===== config.mk =====
export PLATFORM = sky130hd
export DESIGN_NAME = gpio_port
export DESIGN_NICKNAME = d
export VERILOG_FILES = /design/src/rtl/gpio_port_pkg.sv /design/src/rtl/level_sync_if.sv /design/src/rtl/pin_sync.sv /design/src/rtl/gpio_port.sv
export SDC_FILE = /design/constraint.sdc
export NUM_CORES = 1
export LEC_CHECK = 0
export BUFFER_PORTS_ARGS = -buffer_cell sky130_fd_sc_hd__buf_2
export CORE_MARGIN = 2
export CORE_UTILIZATION = 53
export CTS_BUF_LIST = sky130_fd_sc_hd__clkbuf_4 sky130_fd_sc_hd__clkbuf_8
export DETAILED_ROUTE_END_ITERATION = 10
export PLACE_DENSITY = 0.87
export SYNTH_ARGS = -nofsm -noshare
export SYNTH_HDL_FRONTEND = slang
export SYNTH_SLANG_ARGS = --single-unit

===== constraint.sdc =====
create_clock -name mclk -period 2.8 [get_ports mclk]
set_clock_uncertainty 0.1 [all_clocks]
set_input_delay 0 -clock mclk [delete_from_list [all_inputs] [get_ports mclk]]
set_output_delay 0 -clock mclk [all_outputs]
set_load 0.02 [all_outputs]

===== src/rtl/gpio_port_pkg.sv =====
/*
 * Constants for the five-terminal general-purpose port: register offsets,
 * field widths, reset values and the secondary-function map.
 * Assumes nothing beyond a SystemVerilog compiler.
 */
// Operation
// [RULE1] Direction bits 4..0 pick input (0, after reset) or output (1).
// [RULE2] A secondary-enabled terminal ignores its direction bit.
// [RULE3] Terminals 0,1,3,4 carry clock run, power override, data, clock.
// [RULE4] A data read returns the synced level of each input terminal.
// [RULE5] A data write drives each output terminal to the written level.
// [RULE6] Data writes to input or secondary-enabled terminals are dropped.
// [RULE7] Bits 15..5 of both registers read zero and ignore writes.
// [RULE8] Any of the three resets clears direction and data bits.
// [RULE9] After power-up every terminal is an input; data reads show pins.
// [RULE10] Terminal levels pass a two-flop synchroniser before they are read.
package gpio_port_pkg;

   // ==========================================================
   // Register map
   localparam logic [7:0]  DIR_OFFSET   = 8'hb4;
   localparam logic [7:0]  DATA_OFFSET  = 8'hb6;
   localparam int          REG_WIDTH    = 16;
   localparam int          PIN_COUNT    = 5;

   // ==========================================================
   // Reset values and secondary-function map
   localparam logic [4:0]  DIR_RESET    = 5'h00;
   localparam logic [4:0]  LATCH_RESET  = 5'h00;
   localparam logic [4:0]  SEC_CAPABLE  = 5'h1b;  // Terminal 2 has none
   localparam logic [10:0] RSVD_VALUE   = 11'h000;

   typedef logic [PIN_COUNT-1:0] pins_t;
   typedef logic [REG_WIDTH-1:0] word_t;

endpackage : gpio_port_pkg


===== src/rtl/level_sync_if.sv =====
/*
 * Carrier between the port top and its synchroniser: raw pin levels in,
 * clean levels out.
 * Assumes both ends run on mclk.
 */
`timescale 1ns/1ps
`default_nettype none
interface level_sync_if;
   import gpio_port_pkg::*;
   pins_t raw;
   pins_t synced;
   modport owner  (output raw, input synced);
   modport syncer (input raw, output synced);
endinterface : level_sync_if
`default_nettype wire


===== src/rtl/pin_sync.sv =====
/*
 * Two-flop synchroniser for the five terminal input levels.
 * Assumes the raw levels are asynchronous to mclk.
 */
`timescale 1ns/1ps
`default_nettype none
module pin_sync
(
   input  wire logic         mclk,   // 100 MHz clock
   input  wire logic         rst_b,  // Async reset, active low
   level_sync_if.syncer      lvl     // Raw in, synced out
);
   import gpio_port_pkg::*;

   typedef struct packed {
      pins_t stage1;
      pins_t stage2;
   } sync_state_s;

   sync_state_s state;
   sync_state_s next_state;

   // ==========================================================
   // Stage one feeds only stage two, never any logic
   always_comb
   begin
      next_state        = state;
      next_state.stage1 = lvl.raw;        // see [RULE10]
      next_state.stage2 = state.stage1;
   end

   always_ff @(posedge mclk or negedge rst_b)
   begin
      if (!rst_b)
         state <= '0;
      else
         state <= next_state;
   end

   assign lvl.synced = state.stage2;
endmodule : pin_sync
`default_nettype wire


===== src/rtl/gpio_port.sv =====
/*
 * Five-terminal general-purpose port with a direction register and a
 * data register in configuration space. Terminals 0, 1, 3 and 4 may be
 * handed to secondary functions, which then own both level and drive.
 * Assumes rst_b already merges the fundamental, global and power-on
 * resets, and that secondary-function controls run on mclk.
 * Assumes the pad ring turns terminal_o and terminal_oe into a pin and
 * feeds the pad level back on terminal_i with no clock relation.
 */
`timescale 1ns/1ps
`default_nettype none
module gpio_port
(
   input  wire logic                  mclk,         // 100 MHz clock
   input  wire logic                  rst_b,        // Async reset, low
   input  wire logic [7:0]            cfg_addr,     // Config byte offset
   input  wire logic                  cfg_wr,       // Write strobe
   input  wire logic                  cfg_rd,       // Read strobe
   input  wire gpio_port_pkg::word_t  cfg_wdata,    // Write data
   output logic                       cfg_rvalid,   // Read data valid
   output gpio_port_pkg::word_t       cfg_rdata,    // Read data
   input  wire gpio_port_pkg::pins_t  sec_enable,   // Secondary enables
   input  wire gpio_port_pkg::pins_t  sec_out,      // Secondary levels
   input  wire gpio_port_pkg::pins_t  sec_oe,       // Secondary drives
   output gpio_port_pkg::pins_t       sec_in,       // Synced pins
   input  wire gpio_port_pkg::pins_t  terminal_i,   // Pin levels in
   output gpio_port_pkg::pins_t       terminal_o,   // Pin levels out
   output gpio_port_pkg::pins_t       terminal_oe   // Pin drive enable
);
   import gpio_port_pkg::*;

   // ==========================================================
   // Module state: both registers, the read answer and pin drivers.
   // One flop bank keeps every output registered.
   typedef struct packed {
      pins_t dir;
      pins_t latch;
      word_t rdata;
      logic  rvalid;
      pins_t pin_o;
      pins_t pin_oe;
      pins_t sec_seen;
   } port_state_s;

   port_state_s state;
   port_state_s next_state;
   level_sync_if lvl ();

   // Per-terminal decode shared by the write, read and drive paths
   pins_t sec_active;
   pins_t writable;
   pins_t read_bits;

   // ==========================================================
   // Input synchroniser
   assign lvl.raw = terminal_i;

   pin_sync u_sync
   (
      .mclk  (mclk),
      .rst_b (rst_b),
      .lvl   (lvl)
   );

   // ==========================================================
   // Ownership of each terminal
   always_comb
   begin
      sec_active = sec_enable & SEC_CAPABLE;             // see [RULE3]
      writable   = state.dir & ~sec_active;              // see [RULE6]
      // Output bits not owned by a secondary function show the latch, others the pin itself
      read_bits  = (writable & state.latch)
                 | (~writable & lvl.synced);             // see [RULE4]
   end

   // ==========================================================
   // Registers, read path and pin drivers
   always_comb
   begin
      next_state        = state;
      // Read answer lasts one cycle; idle cycles show zero
      next_state.rvalid = cfg_rd;
      next_state.rdata  = '0;
      // Direction keeps writes even for secondary-owned terminals
      if (cfg_wr && cfg_addr == DIR_OFFSET)
         next_state.dir = cfg_wdata[PIN_COUNT-1:0];      // see [RULE1]
      if (cfg_wr && cfg_addr == DATA_OFFSET)
         // Masked bits keep their old value
         next_state.latch = (cfg_wdata[PIN_COUNT-1:0] & writable)
                          | (state.latch & ~writable);   // see [RULE5]
      // Unmapped offsets answer zero with a valid pulse
      if (cfg_rd && cfg_addr == DIR_OFFSET)
         next_state.rdata = {RSVD_VALUE, state.dir};     // see [RULE7]
      else if (cfg_rd && cfg_addr == DATA_OFFSET)
         next_state.rdata = {RSVD_VALUE, read_bits};     // see [RULE7]
      // Secondary function owns its terminal, direction ignored
      next_state.pin_oe = (sec_active & sec_oe)
                        | (~sec_active & next_state.dir); // see [RULE2]
      next_state.pin_o  = (sec_active & sec_out)
                        | (~sec_active & next_state.latch);
      // Copy for secondary blocks, one flop after the synchroniser
      next_state.sec_seen = lvl.synced;
   end

   // Reset leaves every terminal an undriven input
   always_ff @(posedge mclk or negedge rst_b)
   begin
      if (!rst_b)
      begin
         // Constants only, so the async path needs no logic
         state       <= '0;
         state.dir   <= DIR_RESET;                       // see [RULE8]
         state.latch <= LATCH_RESET;                     // see [RULE9]
      end
      else
         state <= next_state;
   end

   // ==========================================================
   // Outputs straight from flops
   assign cfg_rdata   = state.rdata;
   assign cfg_rvalid  = state.rvalid;
   assign terminal_o  = state.pin_o;
   assign terminal_oe = state.pin_oe;
   assign sec_in      = state.sec_seen;
endmodule : gpio_port
`default_nettype wire


==> flow_summary_export.csv, run 1 <==
group,metric,value,unit
detailed_routing,drtAntennaViolNets,0,
detailed_routing,vias_per_cell,5.066,
worst_setup_path,r2r_setup_slack,0.85,ns
power,switchingPower,0.0002574,W
yosys,synthArstFlopShare,100.0,%
sta,fmax,0.4617,GHz
clocking,clkTransAtPathRegs,0.10,ns
worst_setup_path,worst-setup-path-type,"input port to flop",
finish,final_util,71.32,%
yosys,synth-seq-area-share,51.90,%
worst_setup_path,required,2.93,ns
detailed_routing,dr.pass1.iters,4,
sta,setup_violations,0,
detailed_routing,dr_total_vias,1388,
die,die-width,63.57,um
yosys,synthAdderAreaFrac,0,%
yosys,syn-instance-count,155,
clocking,clockRootBuffer,"clkbuf_4",
global_route,antenna_found_initial,0,
die,io_pins,80,
placed_design,place_congestion,0.9210,
clocking,cts_resized,0,
clocking,cts_tree,"done",
clocking,cts_max_level,2,
clocking,cts_buffers,5,
worst_setup_path,reg2reg_to,"terminal_o[1]",
yosys,synth_most_common_cell,"dfrtp_1",
placed_design,post-dp-hpwl,2.495,mm
yosys,synthMuxAreaShare,7.784,%
sta,maxSlewViolCount,0,
yosys,synth_top_family_by_area,"simple AND/OR/NAND/NOR gates",
finish,antenna_cells,0,
die,core_area,3363,um2
global_route,grt_pass1_wl,6.182,mm
detailed_routing,drt-initial-drc-count,39,
sta,timing.slew.headroom,46.52,%
yosys,ys_ff_latch,39,
yosys,synth_edf_count,0,
job,maxCapViolations,0,
worst_setup_path,r2r_cells,4,
power,powerDensity,430.9,nW/um2
sta,finalHoldViolCount,0,
detailed_routing,drc_errors,0,
yosys,synth_area_leader_cell,"dfrtp_1",
worst_setup_path,critPathLaunchType,"input port",
global_route,grt_pass1_vias,1305,
yosys,yosys-top-cells-area,"dfrtp_1, buf_4, mux2_2, a221o_1, nor2b_1",
clocking,post-cts-setup-buffers,0,
power,p_leak,1.166,nW
worst_setup_path,r2r-start,"state[38]",
detailed_routing,wl_per_cell,14.06,um
hold_path,hp-class,"input port to flop",
worst_setup_path,crit_end,"terminal_o[3]",
power,p_total,0.001034,W
yosys,synth_common_cells,"dfrtp_1, buf_4, mux2_2, nand2_1, nor2b_1",
placed_design,io_buffers,54,
run_status,status,"completed",
finish,area_growth,27.54,%
yosys,synthXorXnorAreaFrac,0,%
placed_design,placed_cells,230,
die,num_rows,21,
yosys,synth_warnings,0,
power,combPwrFrac,15.5,%
die,die_y,63.57,um
yosys,syn-cell-area,1881,um2
yosys,synth.distinct_cells,29,
yosys,ys.flop_type,"dfrtp_1",
global_route,grt_overflow,0,
power,internal_power,0.0007762,W
clocking,clock-sinks,39,
power,vdd_drop_max,0.0002832,V
die,initial_utilization,55.92,%
finish,nNetsFinal,275,
worst_setup_path,cp.arrival,2.29,ns
clocking,insertion_delay,0.33,ns
sta,worst_slew_pin_slew,0.8022,ns
power,swShare,24.90,%
yosys,synth_compound_area_share,6.653,%
yosys,synth_top_area_share,51.90,%
finish,drive_gt1_share,35.09,%
worst_setup_path,crit_path_end_kind,"flop",
sta,fin_setup_tns,0,ns
worst_setup_path,crit_fanout,16,
yosys,synthSimpleGateAreaFrac,19.16,%
finish,instances_no_fill,274,
sta,rsz0062_at_grt,"false",
power,power_frac_seq,57.5,%
sta,layout_min_cycle_time,2.166,ns
global_route,grtUsageTotal,20.06,%
finish,fillCellCount,239,
clocking,holdBufCountCts,36,
finish,multi_input_area,673.1,um2
clocking,clockBufferDepth,2,
yosys,avgSynthCellArea,12.13,um2
global_route,grt_start_max_net_pins,40,
power,clockPowerShare,27.0,%
sta,fin_crit_sh,77.36,%
detailed_routing,totalWireLength,3.853,mm
die,die_area,4041,um2
worst_setup_path,startpoint,"cfg_addr[0]",
finish,seq_area,975.9,um2
power by group through the flow:
| stage | Clock (W) | Combinational, W | Sequential, W |
|---|---|---|---|
| global placement | 0 | 0.000119 | 0.000604 |
| global route | 0.000309 | 0.000173 | 0.000597 |
| detailed placement | 0 | 0.000122 | 0.000605 |
| finish | 0.000279 | 0.000160 | 0.000594 |
| CTS | 0.000289 | 0.000158 | 0.000593 |
| floorplan | 0 | 0.0000903 | 0.000603 |
cells by family after synthesis:
| kind of cell | after synthesis |
|---|---|
| compound gates | 18 |
| buf+inv | 36 |
| flops | 39 |
| mux | 13 |
| other cells | 1 |
| simple gates | 48 |
per-layer routing:
metal,wire length (um),share of wire (%),track usage [%]
met5,0,0,0
met4,114,3.0,10.60
met3,228,5.9,3.214
met2,1954,51,32.76
met1,1556,40,25.69
through the flow:
| stage | area (um2) | setup slack [ns] | hold WS, ns |
|---|---|---|---|
| 3_5_place_dp | 1981 | 1.322 | 0.009381 |
| 3_3_place_gp | 1981 | 1.362 | 0.007641 |
| 4_1_cts | 2399 | 0.6578 | 0.01493 |
| 6_report | 2399 | 0.6339 | 0.04325 |
| 2_1_floorplan | 1918 | 1.516 | -0.3956 |
| 5_1_grt | 2399 | 0.5751 | 0.04351 |
how the worst min path moves through the flow:
stage / startpoint / to / cells past startpoint
after floorplan: rst_b / cfg_rdata[0] / 0
after global placement: terminal_i[0] / u_sync.next_state[0] / 1
after detailed placement: terminal_i[1] / u_sync.next_state[1] / 1
after global routing: sec_enable[1] / state[33] / 3
final: sec_enable[1] / state[33] / 3
after CTS: sec_enable[4] / cfg_rdata[4] / 4
sequential cells by signal (all words and copies together) (netlist names):
| signal | count |
|---|---|
| sec_in | 5 |
| state | 8 |
| terminal_o | 5 |
| terminal_oe | 5 |
| u_sync.next_state | 5 |
| u_sync.lvl.synced | 5 |
| cfg_rdata | 5 |
| cfg_rvalid | 1 |
layout by cell type, fill, tap and decap left out, types with 3 or more instances in the layout:
cell           instances
buf_2                 54
dfrtp_1               39
dlygate4sd3_1         36
mux2_2                12
conb_1                11
nand2_1                9
nor2b_1                8
nor4_1                 7
clkbuf_4               7
a221o_1                6
o21ai_0                5
a21oi_1                5
nand4_1                3
nand3_1                3
nand2b_1               3
worst max-delay path: stages:
cell           delay [ns]
dlygate4sd3_1        0.53
buf_2                0.14
nand4bb_4            0.35
or3_1                0.42
a221o_1              0.30
dlygate4sd3_1        0.55
layout make-up:
type / count / area share, %
Clock buffer: 7 / 2.191
Clock inverter: 1 / 0.2087
Inverter: 1 / 0.1565
Multi-Input combinational cell: 90 / 28.06
Sequential cell: 39 / 40.69
Tap cell: 46 / 2.400
Timing Repair Buffer: 90 / 26.29
(Power assumes the default switching activity.)
==> inputs of run 2 (changes only) <==
--- a/config.mk
+++ b/config.mk
@@ -5,12 +5,13 @@
 export SDC_FILE = /design/constraint.sdc
 export NUM_CORES = 1
 export LEC_CHECK = 0
+export ABC_AREA = 1
 export BUFFER_PORTS_ARGS = -buffer_cell sky130_fd_sc_hd__buf_2
 export CORE_MARGIN = 2
-export CORE_UTILIZATION = 53
+export CORE_UTILIZATION = 44
 export CTS_BUF_LIST = sky130_fd_sc_hd__clkbuf_4 sky130_fd_sc_hd__clkbuf_8
 export DETAILED_ROUTE_END_ITERATION = 10
-export PLACE_DENSITY = 0.87
+export PLACE_DENSITY = 0.77
 export SYNTH_ARGS = -nofsm -noshare
 export SYNTH_HDL_FRONTEND = slang
 export SYNTH_SLANG_ARGS = --single-unit
==> constraint.sdc (replaced) <==
create_clock -name mclk -period 1.8 [get_ports mclk]
set_clock_uncertainty 0.1 [all_clocks]
set_input_delay 0 -clock mclk [delete_from_list [all_inputs] [get_ports mclk]]
set_output_delay 0 -clock mclk [all_outputs]
set_load 0.02 [all_outputs]
==> run 2 against run 1 <==
Effect of this change: sequential power grew 57%; combinational power grew 74%; largest power group unchanged; sequential share of layout area shrank 0.27 points; critical path depth is the same.
==> flow_summary_export.csv, run 2 <==
group,metric,value,unit
yosys,yosys-top-cells-area,"dfrtp_1, buf_4, nand2_1, inv_1, nand3_1",
die,io_pins,80,
job,maxCapViolations,0,
global_route,grt_overflow,0,
yosys,synth.distinct_cells,21,
sta,finalHoldViolCount,0,
power,powerDensity,730.4,nW/um2
finish,antenna_cells,0,
sta,fin_crit_sh,97.86,%
sta,fmax,0.5677,GHz
detailed_routing,drt-initial-drc-count,83,
worst_setup_path,crit_path_end_kind,"flop",
finish,top_register,"state",
sta,setup_violations,0,
sta,layout_min_cycle_time,1.762,ns
run_status,status,"completed",
die,die_area,4782,um2
finish,drive_gt1_share,25.90,%
yosys,synth_edf_count,0,
yosys,synth_common_cells,"nand2_1, dfrtp_1, buf_4, inv_1, nand3_1",
clocking,clockRootBuffer,"clkbuf_8",
global_route,antenna_found_initial,0,
sta,fin_setup_tns,0,ns
worst_setup_path,worst-setup-path-type,"input port to flop",
die,num_rows,23,
finish,final_common_cell,"buf_2",
finish,area_growth,29.27,%
global_route,grt_pass1_wl,6.292,mm
detailed_routing,drtAntennaViolNets,0,
sta,rsz0062_at_grt,"false",
yosys,synth_warnings,0,
finish,nNetsFinal,325,
worst_setup_path,cp.arrival,1.83,ns
worst_setup_path,required,1.86,ns
yosys,avgSynthCellArea,9.068,um2
die,die-width,69.16,um
clocking,cts_buffers,5,
yosys,synth_most_common_cell,"nand2_1",
worst_setup_path,critPathLaunchType,"input port",
global_route,grt_start_max_net_pins,40,
finish,instances_no_fill,328,
detailed_routing,vias_per_cell,4.445,
detailed_routing,drc_errors,0,
die,initial_utilization,46.37,%
finish,final_cell_mix,"buf_2, nand2_1, dfrtp_1",
yosys,synthArstFlopShare,100.0,%
yosys,ys_ff_latch,39,
placed_design,io_buffers,54,
placed_design,place_congestion,0.8098,
detailed_routing,wl_per_cell,11.38,um
clocking,cts_tree,"done",
sta,maxSlewViolCount,0,
placed_design,placed_cells,289,
hold_path,hp-class,"input port to flop",
yosys,synth_area_leader_cell,"dfrtp_1",
worst_setup_path,crit_fanout,1,
clocking,clkTransAtPathRegs,0.07,ns
detailed_routing,dr_total_vias,1458,
clocking,cts_max_level,2,
yosys,syn-instance-count,206,
finish,fillCellCount,379,
finish,largest_reg_flops,8,
global_route,grtUsageTotal,16.66,%
clocking,clock-sinks,39,
clocking,insertion_delay,0.28,ns
die,core_area,4029,um2
yosys,synth_top_area_share,52.24,%
placed_design,post-dp-hpwl,2.539,mm
detailed_routing,totalWireLength,3.734,mm
die,die_y,69.16,um
yosys,synth-seq-area-share,52.24,%
yosys,syn-cell-area,1868,um2
detailed_routing,dr.pass1.iters,4,
power,vdd_drop_max,0.0003814,V
clocking,post-cts-setup-buffers,0,
yosys,ys.flop_type,"dfrtp_1",
power,p_leak,1.308,nW
global_route,grt_pass1_vias,1453,
clocking,clockBufferDepth,2,
==> run 2: final cells by class <==
cell class | instances | area (um2) | area share, %
clock buffer | 5 | 68.82 | 2.850
multi-input combinational | 116 | 583.1 | 24.15
tap | 50 | 62.56 | 2.591
inverter | 29 | 108.9 | 4.508
sequential | 39 | 975.9 | 40.41
timing repair buffer | 86 | 600.6 | 24.87
clock inverter | 3 | 15.01 | 0.6218
==> run 2: through the flow <==
stage               util (%)  setup WS, ns  hold slack [ns]  power (W)  area (um2)
floorplan                  -        0.8326          -0.3956   0.001118        1906
global placement       50.16        0.7664          -0.1198   0.001165        2021
CTS                    61.18       0.03983          0.04646   0.001797        2465
finish                 59.94       0.03847          0.04092   0.001764        2415
global route           59.94      0.002450          0.09925   0.001850        2415
detailed placement     50.16        0.7142          -0.1114   0.001173        2021
==> run 2: layer usage <==
layer  up-vias  track usage (%)  part of all wire, %
li1        733                -                    -
met1       675            19.17                   40
met2        46            29.91                   54
met3         4            3.801                  4.7
met4         0            6.318                  1.1
met5         -                0                    0
==> run 2: worst paths after layout <==
check,from,end,slack (ns),cells past startpoint
hold reg to reg,u_sync.next_state[3],u_sync.lvl.synced[3],0.25,0
hold / removal,cfg_addr[1],terminal_o[2],0.04,5
setup / recovery,sec_out[3],terminal_o[3],0.04,6
max in group asynchronous,rst_b,state[35],1.30,3
setup reg to reg,state[38],terminal_o[1],0.16,8
min in group asynchronous,rst_b,terminal_oe[0],0.11,3
==> run 2: worst max-delay path: stages <==
cell and delay [ns]:
dlygate4sd3_1 0.53, buf_2 0.12, nand2_1 0.05, dlygate4sd3_1 0.54, nand2_1 0.05, dlygate4sd3_1 0.55
==> run 2: repair_timing <==
action,4_1_cts,5_1_grt
endpoints found under the hold margin,63,0
gates resized for setup,0,0
endpoints found under the setup margin,0,5
hold buffers,36,0
==> run 2: cells by family after synthesis <==
| kind of cell | Yosys count | share of synthesized area [%] |
|---|---|---|
| AO/OA/AOI/OAI | 11 | 3.014 |
| buffers and inverters | 61 | 18.55 |
| flip-flops | 39 | 52.24 |
| multiplexers | 2 | 1.072 |
| other | 1 | 0.2007 |
| AND/OR/NAND/NOR | 92 | 24.92 |
==> run 2: report_power, final <==
part | internal (W) | switching, W
Combinational | 0.000123 | 0.000156
Clock | 0.000265 | 0.000288
Sequential | 0.000915 | 0.0000169
Total | 0.00130 | 0.000460
